## config.mk

```make
export PLATFORM = sky130hd
export DESIGN_NAME = pau_top
export DESIGN_NICKNAME = d
export VERILOG_FILES = /design/src/pau_alarm_ch.v /design/src/pau_top.v
export VERILOG_INCLUDE_DIRS = /design/src /design/src/src
export SDC_FILE = /design/constraint.sdc
export NUM_CORES = 1
export LEC_CHECK = 0
export BUFFER_PORTS_ARGS = -buffer_cell sky130_fd_sc_hd__buf_4
export CAP_MARGIN = 5
export CORE_MARGIN = 2
export CORE_UTILIZATION = 40
export CTS_CLUSTER_SIZE = 30
export DETAILED_ROUTE_END_ITERATION = 8
export MAX_ROUTING_LAYER = met4
export PLACE_DENSITY = 0.63
export SETUP_SLACK_MARGIN = 0.2
export SLEW_MARGIN = 30
export SYNTH_ARGS = -nofsm -noshare
export SYNTH_HDL_FRONTEND = slang
export SYNTH_SLANG_ARGS = --single-unit
```

## constraint.sdc

```tcl
create_clock -name clk -period 6.9 [get_ports clk]
set_clock_uncertainty 0.15 [all_clocks]
set_input_delay 0.345 -clock clk [delete_from_list [all_inputs] [get_ports clk]]
set_output_delay 0.345 -clock clk [all_outputs]
set_load 0.01 [all_outputs]
```

## src/pau_regs.vh

```
// Constants for the process alarm unit: alarm types, latch modes,
// timing counts and default routing. Included by the design files.
`ifndef PAU_REGS_VH
`define PAU_REGS_VH

// Alarm type codes, 3 bits
`define PAU_TYP_NONE   3'h0
`define PAU_TYP_FS_HI  3'h1
`define PAU_TYP_FS_LO  3'h2
`define PAU_TYP_DV_HI  3'h3
`define PAU_TYP_DV_LO  3'h4
`define PAU_TYP_BAND   3'h5
`define PAU_TYP_RISE   3'h6
`define PAU_TYP_FALL   3'h7

// Latch mode codes, 2 bits
`define PAU_LAT_NONE   2'h0
`define PAU_LAT_AUTO   2'h1
`define PAU_LAT_OPER   2'h2
`define PAU_LAT_EVENT  2'h3

// Data width of process value and thresholds
`define PAU_DW         16

// Clock rate and timing
`define PAU_CLK_HZ     200000000
`define PAU_RSP_TMO_S  5
`define PAU_RSP_TMO_CYC (`PAU_CLK_HZ * `PAU_RSP_TMO_S)
`define PAU_RATE_WIN_S 60
`define PAU_RATE_CYC   (`PAU_CLK_HZ * `PAU_RATE_WIN_S)
`define PAU_MSG_DWELL_MS 2000
`define PAU_MSG_CYC    (`PAU_CLK_HZ / 1000 * `PAU_MSG_DWELL_MS)
`define PAU_FLASH_MS   500
`define PAU_FLASH_CYC  (`PAU_CLK_HZ / 1000 * `PAU_FLASH_MS)

// Default routing: output n follows alarm n
`define PAU_ROUTE_DEF  16'h8421

`endif

```

## src/pau_alarm_ch.v

```verilog
// One threshold alarm channel: compare, hysteresis, blocking, latching.
// Assumes the threshold values are stable and ack is a one-cycle pulse.
`timescale 1ns/1ps
`include "pau_regs.vh"

module pau_alarm_ch (
	input  wire                    clk,
	input  wire                    rst_b,
	input  wire [2:0]              alarm_type,
	input  wire [1:0]              latch_mode,
	input  wire                    block_en,
	input  wire signed [15:0]      threshold,
	input  wire [15:0]             hysteresis,
	input  wire signed [15:0]      process_value,
	input  wire signed [15:0]      setpoint_value,
	input  wire signed [16:0]      rate_per_min,
	input  wire                    sp_changed,
	input  wire                    ack,
	output reg                     active_ff,
	output reg                     unacked_ff,
	output reg                     cond_ff
);

	reg                blocked_ff;
	reg signed [17:0]  val;
	reg signed [17:0]  lim;
	reg                over_on;
	reg                over_off;
	reg                nxt_cond;
	reg                nxt_active;
	reg                nxt_unacked;
	reg                nxt_blocked;
	wire               cfg_ok;
	wire signed [17:0] dev;
	wire signed [17:0] hys;

	assign cfg_ok = (alarm_type != `PAU_TYP_NONE);
	assign dev = {{2{process_value[15]}}, process_value}
		- {{2{setpoint_value[15]}}, setpoint_value};
	assign hys = {2'b00, hysteresis};

	// Select the measured quantity and the sense of comparison
	always @* begin
		val = 18'sd0;
		lim = {{2{threshold[15]}}, threshold};
		case (alarm_type)
			`PAU_TYP_FS_HI: val = {{2{process_value[15]}}, process_value};
			`PAU_TYP_FS_LO: val = -{{2{process_value[15]}}, process_value};
			`PAU_TYP_DV_HI: val = dev;
			`PAU_TYP_DV_LO: val = -dev;
			`PAU_TYP_BAND:  val = dev[17] ? -dev : dev;
			`PAU_TYP_RISE:  val = {rate_per_min[16], rate_per_min};
			`PAU_TYP_FALL:  val = -{rate_per_min[16], rate_per_min};
			default:        val = 18'sd0;
		endcase
		// Low limits are mirrored so one greater-than test serves all
		if (alarm_type == `PAU_TYP_FS_LO || alarm_type == `PAU_TYP_DV_LO)
			lim = -lim;
		over_on  = (val > lim);
		over_off = (val > lim - hys);
		nxt_cond = cfg_ok & (cond_ff ? over_off : over_on);
	end

	// Blocking, latching and acknowledge
	always @* begin
		nxt_blocked = blocked_ff;
		nxt_active  = active_ff;
		nxt_unacked = unacked_ff;
		if (!block_en || !nxt_cond)
			nxt_blocked = 1'b0;
		if (block_en && sp_changed)
			nxt_blocked = 1'b1;
		if (!cfg_ok) begin
			nxt_active  = 1'b0;
			nxt_unacked = 1'b0;
		end else if (nxt_cond && !blocked_ff && !active_ff) begin
			nxt_active  = 1'b1;
			nxt_unacked = 1'b1;
		end else begin
			case (latch_mode)
				`PAU_LAT_AUTO: begin
					if (ack)
						nxt_unacked = 1'b0;
					if (!nxt_cond && (!unacked_ff || ack))
						nxt_active = 1'b0;
				end
				`PAU_LAT_OPER: begin
					if (ack && !nxt_cond) begin
						nxt_unacked = 1'b0;
						nxt_active  = 1'b0;
					end
				end
				default: begin
					if (ack)
						nxt_unacked = 1'b0;
					if (!nxt_cond) begin
						nxt_active  = 1'b0;
						nxt_unacked = 1'b0;
					end
				end
			endcase
		end
	end

	// State registers
	always @(posedge clk or negedge rst_b) begin
		if (!rst_b) begin
			cond_ff    <= 1'b0;
			active_ff  <= 1'b0;
			unacked_ff <= 1'b0;
			blocked_ff <= 1'b1;
		end else begin
			cond_ff    <= nxt_cond;
			active_ff  <= nxt_active;
			unacked_ff <= nxt_unacked;
			blocked_ff <= nxt_blocked;
		end
	end

endmodule

```

## src/pau_top.v

```verilog
// Process alarm unit top: four threshold alarms, rate measurement,
// output routing, beacon and message sequencing, and the sensor-break,
// loop-break and remote-setpoint timeout alarms.
// Assumes all inputs are synchronous to clk; ack is a one-cycle pulse.
//
// Behaviour
// - Four configurable alarms; unconfigured never activates
// - Unconfigured alarm gives no indication or output
// - Hysteresis separates turn-off level from turn-on
// - Non-latching alarm clears when condition goes
// - Auto latch: ack accepted early, clears later
// - Operator latch: ack ignored while condition persists
// - Event: beacon dark, output driven, message
// - Blocking suppresses alarm until first safe state
// - Setpoint change re-arms blocking
// - Rate alarms compare change over the RATE_CYC window (about 17 s by default) to threshold
// - Each output combines any of four alarms
// - Default routing: output n follows alarm n
// - Beacon flashes unacknowledged, steady once acknowledged
// - Messages cycle in turn while alarms present
// - Acked non-latching: beacon steady, message continues
// - Relay de-energises on alarm until ack/clear
// - Non-latching alarm resets if condition goes first
// - Sensor break raises alarm, forces safe output
// - Loop break: demand changes, PV static, delay
// - Remote fail after 5 s without new value
`timescale 1ns/1ps
`include "pau_regs.vh"

module pau_top #(
	parameter [31:0] RATE_CYC   = `PAU_RATE_CYC,
	parameter [31:0] RSP_CYC    = `PAU_RSP_TMO_CYC,
	parameter [31:0] LOOP_CYC   = 32'd1000000000,
	parameter [31:0] MSG_CYC    = `PAU_MSG_CYC,
	parameter [31:0] FLASH_CYC  = `PAU_FLASH_CYC
) (
	input  wire                clk,
	input  wire                rst_b,
	input  wire signed [15:0]  process_value,
	input  wire signed [15:0]  setpoint_value,
	input  wire                ack,
	input  wire [11:0]         alarm_type_cfg,
	input  wire [7:0]          latch_mode_cfg,
	input  wire [3:0]          block_en_cfg,
	input  wire [63:0]         threshold_cfg,
	input  wire [63:0]         hysteresis_cfg,
	input  wire                route_load,
	input  wire [15:0]         route_cfg,
	input  wire                sensor_open,
	input  wire [7:0]          demand_in,
	input  wire [7:0]          safe_level,
	input  wire                remote_en,
	input  wire                remote_strobe,
	output reg  [7:0]          control_out_ff,
	output reg  [3:0]          relay_energised_ff,
	output reg                 alarm_beacon_ff,
	output reg                 message_valid_ff,
	output reg  [2:0]          message_sel_ff,
	output wire [3:0]          alarm_active,
	output reg                 sensor_break_ff,
	output reg                 loop_break_ff,
	output reg                 remote_fail_ff
);

	// Message source codes: 0..3 threshold alarms, 4..6 system alarms
	localparam [2:0] MSG_SBR = 3'h4;
	localparam [2:0] MSG_LBR = 3'h5;
	localparam [2:0] MSG_RSP = 3'h6;

	reg  [15:0]        route_ff;
	reg  signed [15:0] sp_last_ff;
	reg  signed [15:0] pv_mark_ff;
	reg  signed [16:0] rate_ff;
	reg  [31:0]        rate_cnt_ff;
	reg  [31:0]        rsp_cnt_ff;
	reg  [31:0]        loop_cnt_ff;
	reg  [7:0]         demand_last_ff;
	reg  signed [15:0] pv_loop_ff;
	reg                loop_arm_ff;
	reg  [31:0]        msg_cnt_ff;
	reg  [31:0]        flash_cnt_ff;
	reg                flash_ff;
	reg  [3:0]         relay_drive;
	reg  [2:0]         nxt_msg;
	reg                found;
	integer            i;
	integer            k;
	wire               sp_changed;
	wire [3:0]         unacked;
	wire [3:0]         cond;
	wire [6:0]         msg_req;
	wire               any_unacked;
	wire               any_beacon;

	assign sp_changed = (setpoint_value != sp_last_ff);

	// Four identical alarm channels
	genvar g;
	generate
		for (g = 0; g < 4; g = g + 1) begin : ch
			pau_alarm_ch u_ch (
				.clk            (clk),
				.rst_b          (rst_b),
				.alarm_type     (alarm_type_cfg[3*g +: 3]),
				.latch_mode     (latch_mode_cfg[2*g +: 2]),
				.block_en       (block_en_cfg[g]),
				.threshold      (threshold_cfg[16*g +: 16]),
				.hysteresis     (hysteresis_cfg[16*g +: 16]),
				.process_value  (process_value),
				.setpoint_value (setpoint_value),
				.rate_per_min   (rate_ff),
				.sp_changed     (sp_changed),
				.ack            (ack),
				.active_ff      (alarm_active[g]),
				.unacked_ff     (unacked[g]),
				.cond_ff        (cond[g])
			);
		end
	endgenerate

	// True when a channel lights the beacon (event mode never does)
	function is_beacon;
		input       act;
		input [1:0] mode;
		begin
			is_beacon = act && (mode != `PAU_LAT_EVENT);
		end
	endfunction

	assign any_unacked = |(unacked & alarm_active)
		| sensor_break_ff | loop_break_ff | remote_fail_ff;
	assign any_beacon = is_beacon(alarm_active[0], latch_mode_cfg[1:0])
		| is_beacon(alarm_active[1], latch_mode_cfg[3:2])
		| is_beacon(alarm_active[2], latch_mode_cfg[5:4])
		| is_beacon(alarm_active[3], latch_mode_cfg[7:6])
		| sensor_break_ff | loop_break_ff | remote_fail_ff;

	// Event alarms show a message only while their condition holds
	assign msg_req[0] = alarm_active[0] & ((latch_mode_cfg[1:0]
		!= `PAU_LAT_EVENT) | cond[0]);
	assign msg_req[1] = alarm_active[1] & ((latch_mode_cfg[3:2]
		!= `PAU_LAT_EVENT) | cond[1]);
	assign msg_req[2] = alarm_active[2] & ((latch_mode_cfg[5:4]
		!= `PAU_LAT_EVENT) | cond[2]);
	assign msg_req[3] = alarm_active[3] & ((latch_mode_cfg[7:6]
		!= `PAU_LAT_EVENT) | cond[3]);
	assign msg_req[4] = sensor_break_ff;
	assign msg_req[5] = loop_break_ff;
	assign msg_req[6] = remote_fail_ff;

	// Relay drive: OR of routed alarms; relay drops out while a
	// routed non-latching alarm is active and unacknowledged
	always @* begin
		for (i = 0; i < 4; i = i + 1) begin
			relay_drive[i] = 1'b0;
			for (k = 0; k < 4; k = k + 1) begin
				if (route_ff[4*i + k] && alarm_active[k]) begin
					if (latch_mode_cfg[2*k +: 2] == `PAU_LAT_NONE)
						relay_drive[i] = relay_drive[i]
							| unacked[k];
					else
						relay_drive[i] = 1'b1;
				end
			end
		end
	end

	// Next message in rotation after the one shown
	always @* begin
		nxt_msg = message_sel_ff;
		found   = 1'b0;
		for (i = 1; i <= 7; i = i + 1) begin
			k = (message_sel_ff + i) % 7;
			if (!found && msg_req[k]) begin
				nxt_msg = k[2:0];
				found   = 1'b1;
			end
		end
	end

	// Routing, rate measurement and setpoint tracking
	always @(posedge clk or negedge rst_b) begin
		if (!rst_b) begin
			route_ff    <= `PAU_ROUTE_DEF;
			sp_last_ff  <= 16'sh0000;
			pv_mark_ff  <= 16'sh0000;
			rate_ff     <= 17'sh00000;
			rate_cnt_ff <= 32'h00000000;
		end else begin
			if (route_load)
				route_ff <= route_cfg;
			sp_last_ff <= setpoint_value;
			// Change over a RATE_CYC window, by default 3410065408 cycles (about 17 s);
			// trades response time for a simple subtractor
			if (rate_cnt_ff >= RATE_CYC - 32'h1) begin
				rate_cnt_ff <= 32'h00000000;
				rate_ff <= {process_value[15], process_value}
					- {pv_mark_ff[15], pv_mark_ff};
				pv_mark_ff <= process_value;
			end else begin
				rate_cnt_ff <= rate_cnt_ff + 32'h1;
			end
		end
	end

	// Sensor break, loop break and remote setpoint timeout
	always @(posedge clk or negedge rst_b) begin
		if (!rst_b) begin
			sensor_break_ff <= 1'b0;
			control_out_ff  <= 8'h00;
			remote_fail_ff  <= 1'b0;
			rsp_cnt_ff      <= 32'h00000000;
			loop_break_ff   <= 1'b0;
			loop_cnt_ff     <= 32'h00000000;
			loop_arm_ff     <= 1'b0;
			demand_last_ff  <= 8'h00;
			pv_loop_ff      <= 16'sh0000;
		end else begin
			sensor_break_ff <= sensor_open;
			control_out_ff  <= sensor_open ? safe_level : demand_in;
			if (!remote_en || remote_strobe) begin
				rsp_cnt_ff     <= 32'h00000000;
				remote_fail_ff <= 1'b0;
			end else if (rsp_cnt_ff >= RSP_CYC - 32'h1) begin
				remote_fail_ff <= 1'b1;
			end else begin
				rsp_cnt_ff <= rsp_cnt_ff + 32'h1;
			end
			demand_last_ff <= demand_in;
			if (demand_in != demand_last_ff) begin
				loop_arm_ff <= 1'b1;
				loop_cnt_ff <= 32'h00000000;
				pv_loop_ff  <= process_value;
			end else if (process_value != pv_loop_ff) begin
				loop_arm_ff   <= 1'b0;
				loop_break_ff <= 1'b0;
			end else if (loop_arm_ff) begin
				if (loop_cnt_ff >= LOOP_CYC - 32'h1)
					loop_break_ff <= 1'b1;
				else
					loop_cnt_ff <= loop_cnt_ff + 32'h1;
			end
		end
	end

	// Beacon, message rotation and relay outputs
	always @(posedge clk or negedge rst_b) begin
		if (!rst_b) begin
			flash_cnt_ff       <= 32'h00000000;
			flash_ff           <= 1'b0;
			msg_cnt_ff         <= 32'h00000000;
			message_sel_ff     <= 3'h0;
			message_valid_ff   <= 1'b0;
			alarm_beacon_ff    <= 1'b0;
			relay_energised_ff <= 4'hf;
		end else begin
			if (flash_cnt_ff >= FLASH_CYC - 32'h1) begin
				flash_cnt_ff <= 32'h00000000;
				flash_ff     <= ~flash_ff;
			end else begin
				flash_cnt_ff <= flash_cnt_ff + 32'h1;
			end
			// Flash while unacked, steady once acked
			alarm_beacon_ff <= any_beacon
				& (any_unacked ? flash_ff : 1'b1);
			message_valid_ff <= |msg_req;
			if (!msg_req[message_sel_ff] ||
				msg_cnt_ff >= MSG_CYC - 32'h1) begin
				msg_cnt_ff     <= 32'h00000000;
				message_sel_ff <= nxt_msg;
			end else begin
				msg_cnt_ff <= msg_cnt_ff + 32'h1;
			end
			// Relays fail-safe: energised in the healthy state
			relay_energised_ff <= ~relay_drive;
		end
	end

endmodule

```

# ---- Yosys cells after proc, flatten, opt, wreduce, memory -nomap -nowiden
# Index checks and enable logic that the tools add are counted.
dict set report classes {
  addsub 24
  n_div 6
  n_lt_le_gt_ge 20
  n_eq_ne 58
  mux 145
  n_bitwise 38
  n_reduce_logical 115
}
# op n
set op_table {}
lappend op_table {{one-hot mux 18 bit (7 select lines)} 4}
lappend op_table {{2-to-1 mux 32 bit} 9}
lappend op_table {{less-than comparator 32 x 5 -> 1 bit, second input constant} 6}
lappend op_table {{modulo 32 x 3 -> 32 bit, second input constant} 6}
lappend op_table {{adder 32 x 1 -> 32 bit, second input constant} 5}
lappend op_table {{greater-than comparator 18 bit} 8}
lappend op_table {{2-to-1 mux 1 bit} 104}
lappend op_table {{2-to-1 mux 18 bit} 5}
lappend op_table {{negator 16 -> 18 bit} 4}
lappend op_table {{subtractor 18 x 17 -> 18 bit} 4}
lappend op_table {{>= comparator 32 x 30 -> 1 bit, second input constant} 2}
lappend op_table {{negator 18 bit} 3}
lappend op_table {{== test 3 bit, second input constant} 16}
lappend op_table {{logical AND 1 bit} 46}
lappend op_table {{subtractor 16 x 16 -> 17 bit} 2}
lappend op_table {{>= comparator 32 x 27 -> 1 bit, second input constant} 1}
lappend op_table {{>= comparator 32 x 29 -> 1 bit, second input constant} 1}
lappend op_table {{>= comparator 32 bit, second input constant} 1}
lappend op_table {{!= test 16 bit} 2}
lappend op_table {{!= test 4 bit, second input constant} 8}
lappend op_table {{zero test 1 bit} 28}
lappend op_table {{bitwise OR 1 bit} 25}
lappend op_table {{== test 3 x 2 -> 1 bit, second input constant} 8}
lappend op_table {{binary-select mux 1 bit (select 3 bit)} 7}
lappend op_table {{other kinds (26)} 101}
dict set report totals {
  ff_bits 287
  inputBits 223
}

# ---- Logic depth before layout (Yosys ltp)
# Gate-level depths: netlist (run 1).
dict set report depth {
  ltp_word 26
  depth_mapped 27
}

# ---- Hierarchy
# From an unflattened synthesis (run 1), not the netlist that was laid out.
dict set report unflattened {
  hier_cells 4237
  area_unflattened_um2 33613.5
}
# module n_inst cells_per_inst area_each_um2 seq_area_each_um2
set modules_own_cells {}
lappend modules_own_cells {pau_alarm_ch 4 684 4749.6 101.3}
lappend modules_own_cells {pau_top 1 1501 14615.3 6791.5}

# ---- Least setup slack after synthesis (run 1)
# Ideal clock, no wire load.
dict set report synth_path {
  path_kind {input to register}
  from {input port process_value[1]}
  to {register ch[0].u_ch.unacked_ff}
  t_arrival_ns 5.426
  path_slack_ns 1.197
  stages 23
  n_path_buf 1
  path_cell_list {clkbuf_1 -> inv_1 -> fa_1 -> nor2b_1 -> o21a_1 -> o21ai_0 -> a221oi_1 -> o2111ai_1 -> nor4_1 -> nor3b_1 -> nand3_1 -> nor3_1 -> ha_1 -> o21ai_0 -> a211o_1 -> ha_1 -> nand4_1 -> or2_2 -> nor2_1 -> a21oi_1 -> o211ai_1 -> a21oi_1 -> a311o_1}
}
dict set report synth_via {
  elab_chain_cells 11
  elab_cells_between_ends 18
}
# item line
set synth_rtl {}
lappend synth_rtl {{start: declaration} pau_top.v:39} ;# input wire signed [15:0] process_value,
lappend synth_rtl {{subtractor 16 x 16 -> 17 bit} pau_alarm_ch.v:39} ;# - {{2{setpoint_value[15]}}, setpoint_value};
lappend synth_rtl {{negator 18 bit} {pau_alarm_ch.v:50, pau_alarm_ch.v:51}}
lappend synth_rtl {{2-to-1 mux 18 bit} pau_alarm_ch.v:51} ;# `PAU_TYP_BAND: val = dev[17] ? -dev : dev;
lappend synth_rtl {{one-hot mux 18 bit (7 select lines) (*)} pau_alarm_ch.v:46} ;# case (alarm_type)
lappend synth_rtl {{greater-than comparator 18 bit (on tied branches)} {pau_alarm_ch.v:59, pau_alarm_ch.v:60}}
lappend synth_rtl {{2-to-1 mux 1 bit (*)} pau_alarm_ch.v:61} ;# nxt_cond = cfg_ok & (cond_ff ? over_off : over_on);
lappend synth_rtl {{bitwise AND 1 bit (*)} pau_alarm_ch.v:61}
lappend synth_rtl {{2-to-1 mux 1 bit or logical AND 1 bit (tied branches)} {pau_alarm_ch.v:96, pau_alarm_ch.v:76}}
lappend synth_rtl {{one-hot mux 1 bit (2 select lines) or logical AND 1 bit (tied branches)} {pau_alarm_ch.v:80, pau_alarm_ch.v:76}}
lappend synth_rtl {{2-to-1 mux 1 bit} pau_alarm_ch.v:76} ;# end else if (nxt_cond && !blocked_ff && !active_ff) begin
lappend synth_rtl {{2-to-1 mux 1 bit} pau_alarm_ch.v:73} ;# if (!cfg_ok) begin
lappend synth_rtl {{end signal: assignment} pau_alarm_ch.v:115} ;# unacked_ff <= nxt_unacked;
lappend synth_rtl {{end: declaration} pau_alarm_ch.v:20} ;# output reg unacked_ff,
# Mark *: on every way between the ends. The rest lies on a longest branch, timed or not.
# A chain may end at the register's enable or synchronous reset.

# ---- Worst setup path after layout (run 1)
dict set report layout_path {
  from {input port process_value[1]}
  to {register ch[3].u_ch.active_ff}
}
dict set report layout_via {
  elab_chain_cells 11
  elab_cells_between_ends 20
}
# item line
set layout_rtl {}
lappend layout_rtl {{subtractor 16 x 16 -> 17 bit} pau_alarm_ch.v:39}
lappend layout_rtl {{negator 18 bit} {pau_alarm_ch.v:50, pau_alarm_ch.v:51}}
lappend layout_rtl {{2-to-1 mux 18 bit} pau_alarm_ch.v:51}
lappend layout_rtl {{one-hot mux 18 bit (7 select lines) (*)} pau_alarm_ch.v:46}
lappend layout_rtl {{greater-than comparator 18 bit (on tied branches)} {pau_alarm_ch.v:59, pau_alarm_ch.v:60}}
lappend layout_rtl {{2-to-1 mux 1 bit (*)} pau_alarm_ch.v:61}
lappend layout_rtl {{bitwise AND 1 bit (*)} pau_alarm_ch.v:61}
lappend layout_rtl {{logical AND 1 bit or zero test 1 bit (tied branches)} {pau_alarm_ch.v:76, pau_alarm_ch.v:84, pau_alarm_ch.v:88}}
lappend layout_rtl {{logical AND 1 bit (on tied branches)} {pau_alarm_ch.v:76, pau_alarm_ch.v:84, pau_alarm_ch.v:88}}
lappend layout_rtl {{!= test 5 bit (no line), or another cell as far along} n/a}
lappend layout_rtl {{AND reduction 3 bit (no line) or 2-to-1 mux 1 bit (tied branches)} n/a}
lappend layout_rtl {{end signal: assignment} pau_alarm_ch.v:114} ;# active_ff <= nxt_active;
lappend layout_rtl {{end: declaration} pau_alarm_ch.v:19} ;# output reg active_ff,
# Marks and branches as above.

==> results of run 1 <==
-- how the worst min path moves through the flow --
stage | start | to | slack, ps | cells past startpoint
after global placement | route_ff[9] | relay_energised_ff[2] | 260 | 1
after floorplan | rst_b | alarm_beacon_ff | -100 | 0
after global routing | process_value[6] | pv_loop_ff[6] | 20 | 3
final | process_value[3] | pv_mark_ff[3] | 30 | 3
after CTS | process_value[6] | pv_loop_ff[6] | 6 | 3
after detailed placement | route_ff[9] | relay_energised_ff[2] | 260 | 1
-- what timing repair did --
action / in CTS / in global routing
endpoints found under the hold margin: 150 / 0
hold buffers: 56 / 0
setup endpoints to repair: 0 / 16
resized for setup: 0 / 7
-- cell families after synthesis --
| kind of cell | Yosys count | synth area share, % |
|---|---|---|
| AO/OA/AOI/OAI | 885 | 19.7 |
| XOR/XNOR | 406 | 12.1 |
| adder cells (fa/ha/maj) | 299 | 12.8 |
| buffers and inverters | 440 | 5.70 |
| flip-flops | 287 | 24.4 |
| multiplexers | 83 | 3.42 |
| other | 1 | 0.0127 |
| AND/OR/NAND/NOR | 1351 | 21.9 |
-- metal layers --
metal,up-vias,part of all wire [%]
li1,13800,-
met1,13300,44
met2,1001,44
met3,195,7.9
met4,0,3.5
met5,-,0
-- layout by cell type, fill, tap and decap left out, types with 56 or more instances in the layout --
master	n
nand3_1	135
ha_1	293
nor3_1	115
o21ai_0	215
buf_4	302
a21oi_1	196
nor2_1	383
nand2_1	335
xor2_1	191
xnor2_1	212
nand4_1	64
dlygate4sd3_1	56
inv_1	276
dfrtp_1	275
a21o_1	62
nand2b_1	57
-- layout make-up --
class                   count  area [sq um]
clock buffers              52          1030
flip-flops and latches    287          7200
diodes                     13          32.5
well taps                 959          1200
fillers                  7218         38700
inverters                 279          1050
clock inverters            10           164
repair buffers            361          2880
multi-input cells        3032         20700
-- state kept, by name, indices dropped and copies added (netlist names), 3 cells and up --
signal,count
message_sel_ff,3
relay_energised_ff,4
msg_cnt_ff,32
pv_mark_ff,16
sp_last_ff,16
ch.u_ch.cond_ff,4
ch.u_ch.unacked_ff,4
rsp_cnt_ff,32
ch.u_ch.active_ff,4
ch.u_ch.blocked_ff,4
route_ff,16
loop_cnt_ff,32
flash_cnt_ff,32
control_out_ff,8
rate_ff,17
rate_cnt_ff,32
pv_loop_ff,16
demand_last_ff,8
-- synthesized netlist by cell type (10+ instances only) --
master     number  area, sq um
nor4_1         26          163
and2_1         32          200
mux4_2         11          248
and3_1         38          238
ha_1          293         3670
a31oi_1        35          219
or3_1          38          238
nand3_1       135          676
nand2b_1       57          357
inv_1         276         1040
nand4_1        64          400
dfrtp_1       275         6880
o2111ai_1      13          114
a211o_1        17          149
nor2_1        383         1440
a211oi_1       30          225
and4_1         13          114
nor3_1        116          581
a311oi_1       10         87.6
buf_1          32          120
or4_1          12         90.1
clkbuf_1      118          443
nor2b_1        54          338
o21a_1         49          368
o31ai_1        17          128
a221o_1        12          120
xor2_1        192         1680
dfstp_2        12          315
a21oi_1       196          981
o221ai_1       19          166
nand2_1       335         1260
a221oi_1       25          219
mux2_2         33          372
mux2i_1        39          390
o211ai_1       20          150
xnor2_1       213         1870
o21ai_0       215         1080
o22ai_1        24          150
a21o_1         62          465
a21boi_0       13         97.6
or2_2          15         93.8
a22oi_1        34          255
-- power by group through the flow --
stage	clock network, mW	logic, mW	registers [mW]
after floorplan	0	3.17	1.90
after global placement	0	4.34	1.92
after global routing	2.01	4.95	1.91
after CTS	1.94	4.42	1.90
final	1.88	4.50	1.90
after detailed placement	0	4.36	1.93
-- worst min-delay path, delay by kind of cell --
family	cells	cell delay, ps
buffers and inverters	1	170
AO/OA/AOI/OAI	1	70
AND/OR/NAND/NOR	1	60
==> flow_metrics.tcl, run 1 <==
set metrics [dict create \
    cap_violations 0 \
    grt.overflow.total 0 \
    grt_max_degree 111 \
    syn_inst 3752 \
    path_cells "dlygate4sd3_1 -> buf_4 -> inv_1 -> fa_1 -> nor2b_1 -> o21a_1 -> o21ai_0 -> and2_1 -> or3_1 -> nor3_1 -> xnor2_1 -> a221oi_1 -> o21ai_0 -> ha_1 -> a21o_1 -> a21o_1 -> a21oi_1 -> o21ai_0 -> a221oi_1 -> o2111ai_1 -> a32oi_2 -> o21ai_0 -> a41o_1" \
    clock-sinks 287 \
    required_ps 7170 \
    finish.utilization_pct 47.0 \
    setup_slack_ps 549 \
    yosys_warnings 0 \
    drtIter0Drc 2520 \
    slew-limit-headroom_pct 30.2 \
    clkPwrFrac_pct 22.7 \
    synth_top_flop_cell "dfrtp_1" \
    endpoint "ch[3].u_ch.active_ff" \
    cts_htree_levels 2 \
    clock_latency_ps 550 \
    ys_ff_latch 287 \
    pwr_density_cell_nw_per_um2 242 \
    vias 28300 \
    ys_seq_area_share_pct 24.4 \
    final_cell_count_no_fill 4993 \
    wl_per_cell_um 19.9 \
    hold_viol_final 0 \
    initial_core_util_pct 40.5 \
    endpoint_kind "flop" \
    power_mw 8.29 \
    rows 99 \
    whs_ps 25.9 \
    crit_family "compound AO/OA/AOI/OAI gates" \
    max_stage_delay_ps 580 \
    antenna_found_initial 12 \
    rsz0062_at_grt "true" \
    hold_class "primary input to flop" \
    die_area_sq_um 76000 \
    drive_above_1_share_pct 11.4 \
    status "completed" \
    synth-async-reset-ratio_pct 100 \
    portBuffers 246 \
    finalSetupViolCount 0 \
    worstPathMaxFanout 10 \
    tritoncts "done" \
    drc 0 \
    viasPerCell 5.68 \
    intPower_mw 4.80 \
    synth.distinct_cells 85 \
    p_sw_share_pct 42.1 \
    rr_startpoint "rate_ff[0]" \
    routed_wl_um 99500 \
    slew_violations 0 \
    cts.path.max_buffers 3 \
    postRouteAntennaNets 0 \
    rrSetupSlack_ps 750 \
    die_w_um 276 \
    synth_edf_count 0 \
    post-route-period-util_pct 92.1 \
    fp.dieH_um 276 \
    grt_first_pass_wirelength_um 155000 \
    area_growth_pct 16.2 \
    fp.coreArea_sq_um 73000 \
    first_global_vias 27100 \
    fmax_mhz 157 \
    worst_slew_pin_slew_ps 1040 \
    path_class "primary input to flop" \
    r2r_cells 20 \
    worstSetupStartpointType "primary input" \
    clockRootBuffer "clkbuf_16" \
    cts.clk_slew.worst_paths_ps 60 \
    critPathBufInv 3 \
    nets 4517 \
    dpl_cell_area_sq_um 32400 \
    setup.worst_path.start "process_value[1]" \
    p_leak_nw 15.6 \
    setup-tns-final_ps 0 \
    dp_hpwl_um 76300 \
    cts_setup_buffers 0 \
    dp_slack_ps 263 \
    cp.depth 23 \
    use_met3_pct 4.83 \
    net-switching-power_mw 3.49 \
    max-vdd-ir-drop_uv 231 \
    crit_slowest_cell "or3_1" \
    grt.busiest_layer "met2" \
    io_pins 247 \
    dp_cells 4861 \
    grt_usage_pct 26.6 \
    gp_congestion 1.04 \
    critPathArrivalTime_ps 6620 \
    drtPass1Iterations 6 \
    r2r_end "ch[0].u_ch.unacked_ff" \
    power.share.sequential_pct 22.9 \
    grt_use_met2_pct 41.0 \
    use_met1_pct 35.1 \
    syn_area_sq_um 29500 \
    finalInstanceArea_sq_um 34300 \
    combPwrFrac_pct 54.4 \
    numCtsBuffers 34 \
    layout_min_cycle_time_ps 6350 \
    syn_area_per_cell_sq_um 7.87 \
    path_common_cell "o21ai_0" \
]
No activity file was read; power rests on OpenSTA's default activity.
==> inputs of run 2 (changes only) <==
--- a/config.mk
+++ b/config.mk
@@ -6,7 +6,7 @@
 export SDC_FILE = /design/constraint.sdc
 export NUM_CORES = 1
 export LEC_CHECK = 0
-export BUFFER_PORTS_ARGS = -buffer_cell sky130_fd_sc_hd__buf_4
+export BUFFER_PORTS_ARGS = -buffer_cell sky130_fd_sc_hd__buf_2
 export CAP_MARGIN = 5
 export CORE_MARGIN = 2
 export CORE_UTILIZATION = 40
==> flow_metrics.tcl, run 2 (synthesis results as in run 1) <==
set metrics [dict create \
    status "completed" \
    wl_per_cell_um 20.2 \
    routed_wl_um 101000 \
    dp_cells 4883 \
    tritoncts "done" \
    grt_first_pass_wirelength_um 156000 \
    slew_violations 0 \
    portBuffers 246 \
    io_pins 247 \
    dpl_cell_area_sq_um 32000 \
    drtPass1Iterations 6 \
    nFillCells 7212 \
    dp_hpwl_um 78100 \
    initial_core_util_pct 40.5 \
    die_area_sq_um 76000 \
    cts.path.max_buffers 3 \
    clockRootBuffer "clkbuf_16" \
    vias 28400 \
    cap_violations 0 \
    hold_class "primary input to flop" \
    required_ps 7240 \
    grt_max_degree 112 \
    cts_setup_buffers 0 \
    max-vdd-ir-drop_uv 213 \
    gp_congestion 1.03 \
    fp.dieH_um 276 \
    p_leak_nw 15.5 \
    drc 0 \
    grt.overflow.total 0 \
    finalInstanceArea_sq_um 33700 \
    numCtsBuffers 31 \
    slew-limit-headroom_pct 30.7 \
    fmax_mhz 159 \
    worst_hold_path.num_cells 3 \
    power_mw 8.09 \
    hold_viol_final 0 \
    layout_min_cycle_time_ps 6290 \
    rsz0062_at_grt "false" \
    postRouteAntennaNets 0 \
    drive_above_1_share_pct 11.7 \
    post-route-period-util_pct 91.2 \
    rows 99 \
    clock_latency_ps 600 \
    pwr_density_cell_nw_per_um2 240 \
    final_common_cell "nor2_1" \
    area_growth_pct 14.1 \
    worst_slew_pin_slew_ps 1030 \
    setup-tns-final_ps 0 \
    viasPerCell 5.67 \
    worstSetupStartpointType "primary input" \
    layout_common_cells "nor2_1, nand2_1, ha_1, inv_1, dfrtp_1" \
    first_global_vias 27300 \
    r2r_cells 22 \
    path_class "primary input to flop" \
    finalSetupViolCount 0 \
    fp.coreArea_sq_um 73000 \
    cts_htree_levels 1 \
    drtIter0Drc 2619 \
    endpoint_kind "flop" \
    grt_usage_pct 27.0 \
    cts.clk_slew.worst_paths_ps 60 \
    clock-sinks 287 \
    critPathArrivalTime_ps 6630 \
    final_cell_count_no_fill 5009 \
    nets 4534 \
    worstPathMaxFanout 10 \
    whs_ps 52.0 \
    die_w_um 276 \
    antenna_found_initial 14 \
]
==> run 2: changes by cell type in the layout (fill, tap and decap cells not counted), moves of 2 or more <==
cell / delta
buf_2: +245
buf_4: -224
clkbuf_16: -3
clkbuf_8: +2
clkinv_4: +2
clkinv_8: -2
==> run 2: cell type report <==
| type | count | area, sq um | area share (%) |
|---|---|---|---|
| Tap cell | 959 | 1200 | 3.56 |
| Inverter | 279 | 1050 | 3.11 |
| Antenna cell | 13 | 32.5 | 0.0966 |
| Sequential cell | 287 | 7200 | 21.4 |
| Clock buffer | 50 | 977 | 2.90 |
| Multi-Input combinational cell | 3032 | 20700 | 61.5 |
| Timing Repair Buffer | 381 | 2410 | 7.15 |
| Clock inverter | 8 | 93.8 | 0.279 |
==> run 2: final timing paths <==
path | from | endpoint | slack [ps]
worst max-delay path | process_value[1] | ch[3].u_ch.active_ff | 610
worst min-delay path | process_value[3] | pv_mark_ff[3] | 50
worst max register to register | rate_ff[1] | ch[1].u_ch.active_ff | 700
worst min register to register | route_ff[9] | relay_energised_ff[2] | 280
max in group asynchronous | rst_b | flash_cnt_ff[27] | 5130
min in group asynchronous | rst_b | rate_cnt_ff[13] | 250
==> run 2: report_power, final <==
group          switching, mW  internal, mW
clock network          0.731          1.01
logic                   2.62          1.83
registers              0.112          1.79
total                   3.46          4.63
==> run 2: metal layers <==
metal  vias to the layer above  GRT usage (%)  part of all wire (%)
met2                       965           41.5                    44
li1                      13800              -                     -
met3                       185           5.85                   8.6
met1                     13400           35.4                    44
met5                         -              -                     0
met4                         0           8.35                   3.4
==> run 2: critical path, cell delays in order <==
cell	delay, ps
dlygate4sd3_1	530
buf_2	260
inv_1	190
fa_1	520
xor2_1	380
nand3_1	200
or3_1	610
nor3_1	640
xnor2_1	200
a221oi_1	310
o21ai_0	270
ha_1	380
a21o_1	180
a21o_1	170
a21oi_1	130
o21ai_0	100
a221oi_1	300
o2111ai_1	140
a32oi_1	270
buf_4	190
o21ai_0	80
a41o_1	240
==> run 2: per-stage QoR <==
step / util (%) / setup slack [ps]
floorplan: - / 1200
global placement: 43.8 / 638
detailed placement: 43.9 / 492
CTS: 46.1 / 546
global route: 46.1 / 210
finish: 46.1 / 609
==> run 2: timing repair <==
| action | 4_1_cts | 5_1_grt |
|---|---|---|
| setup endpoints to repair | 0 | 10 |
| resized for setup | 0 | 4 |
| hold endpoints to repair | 149 | 0 |
| hold buffers | 55 | 0 |
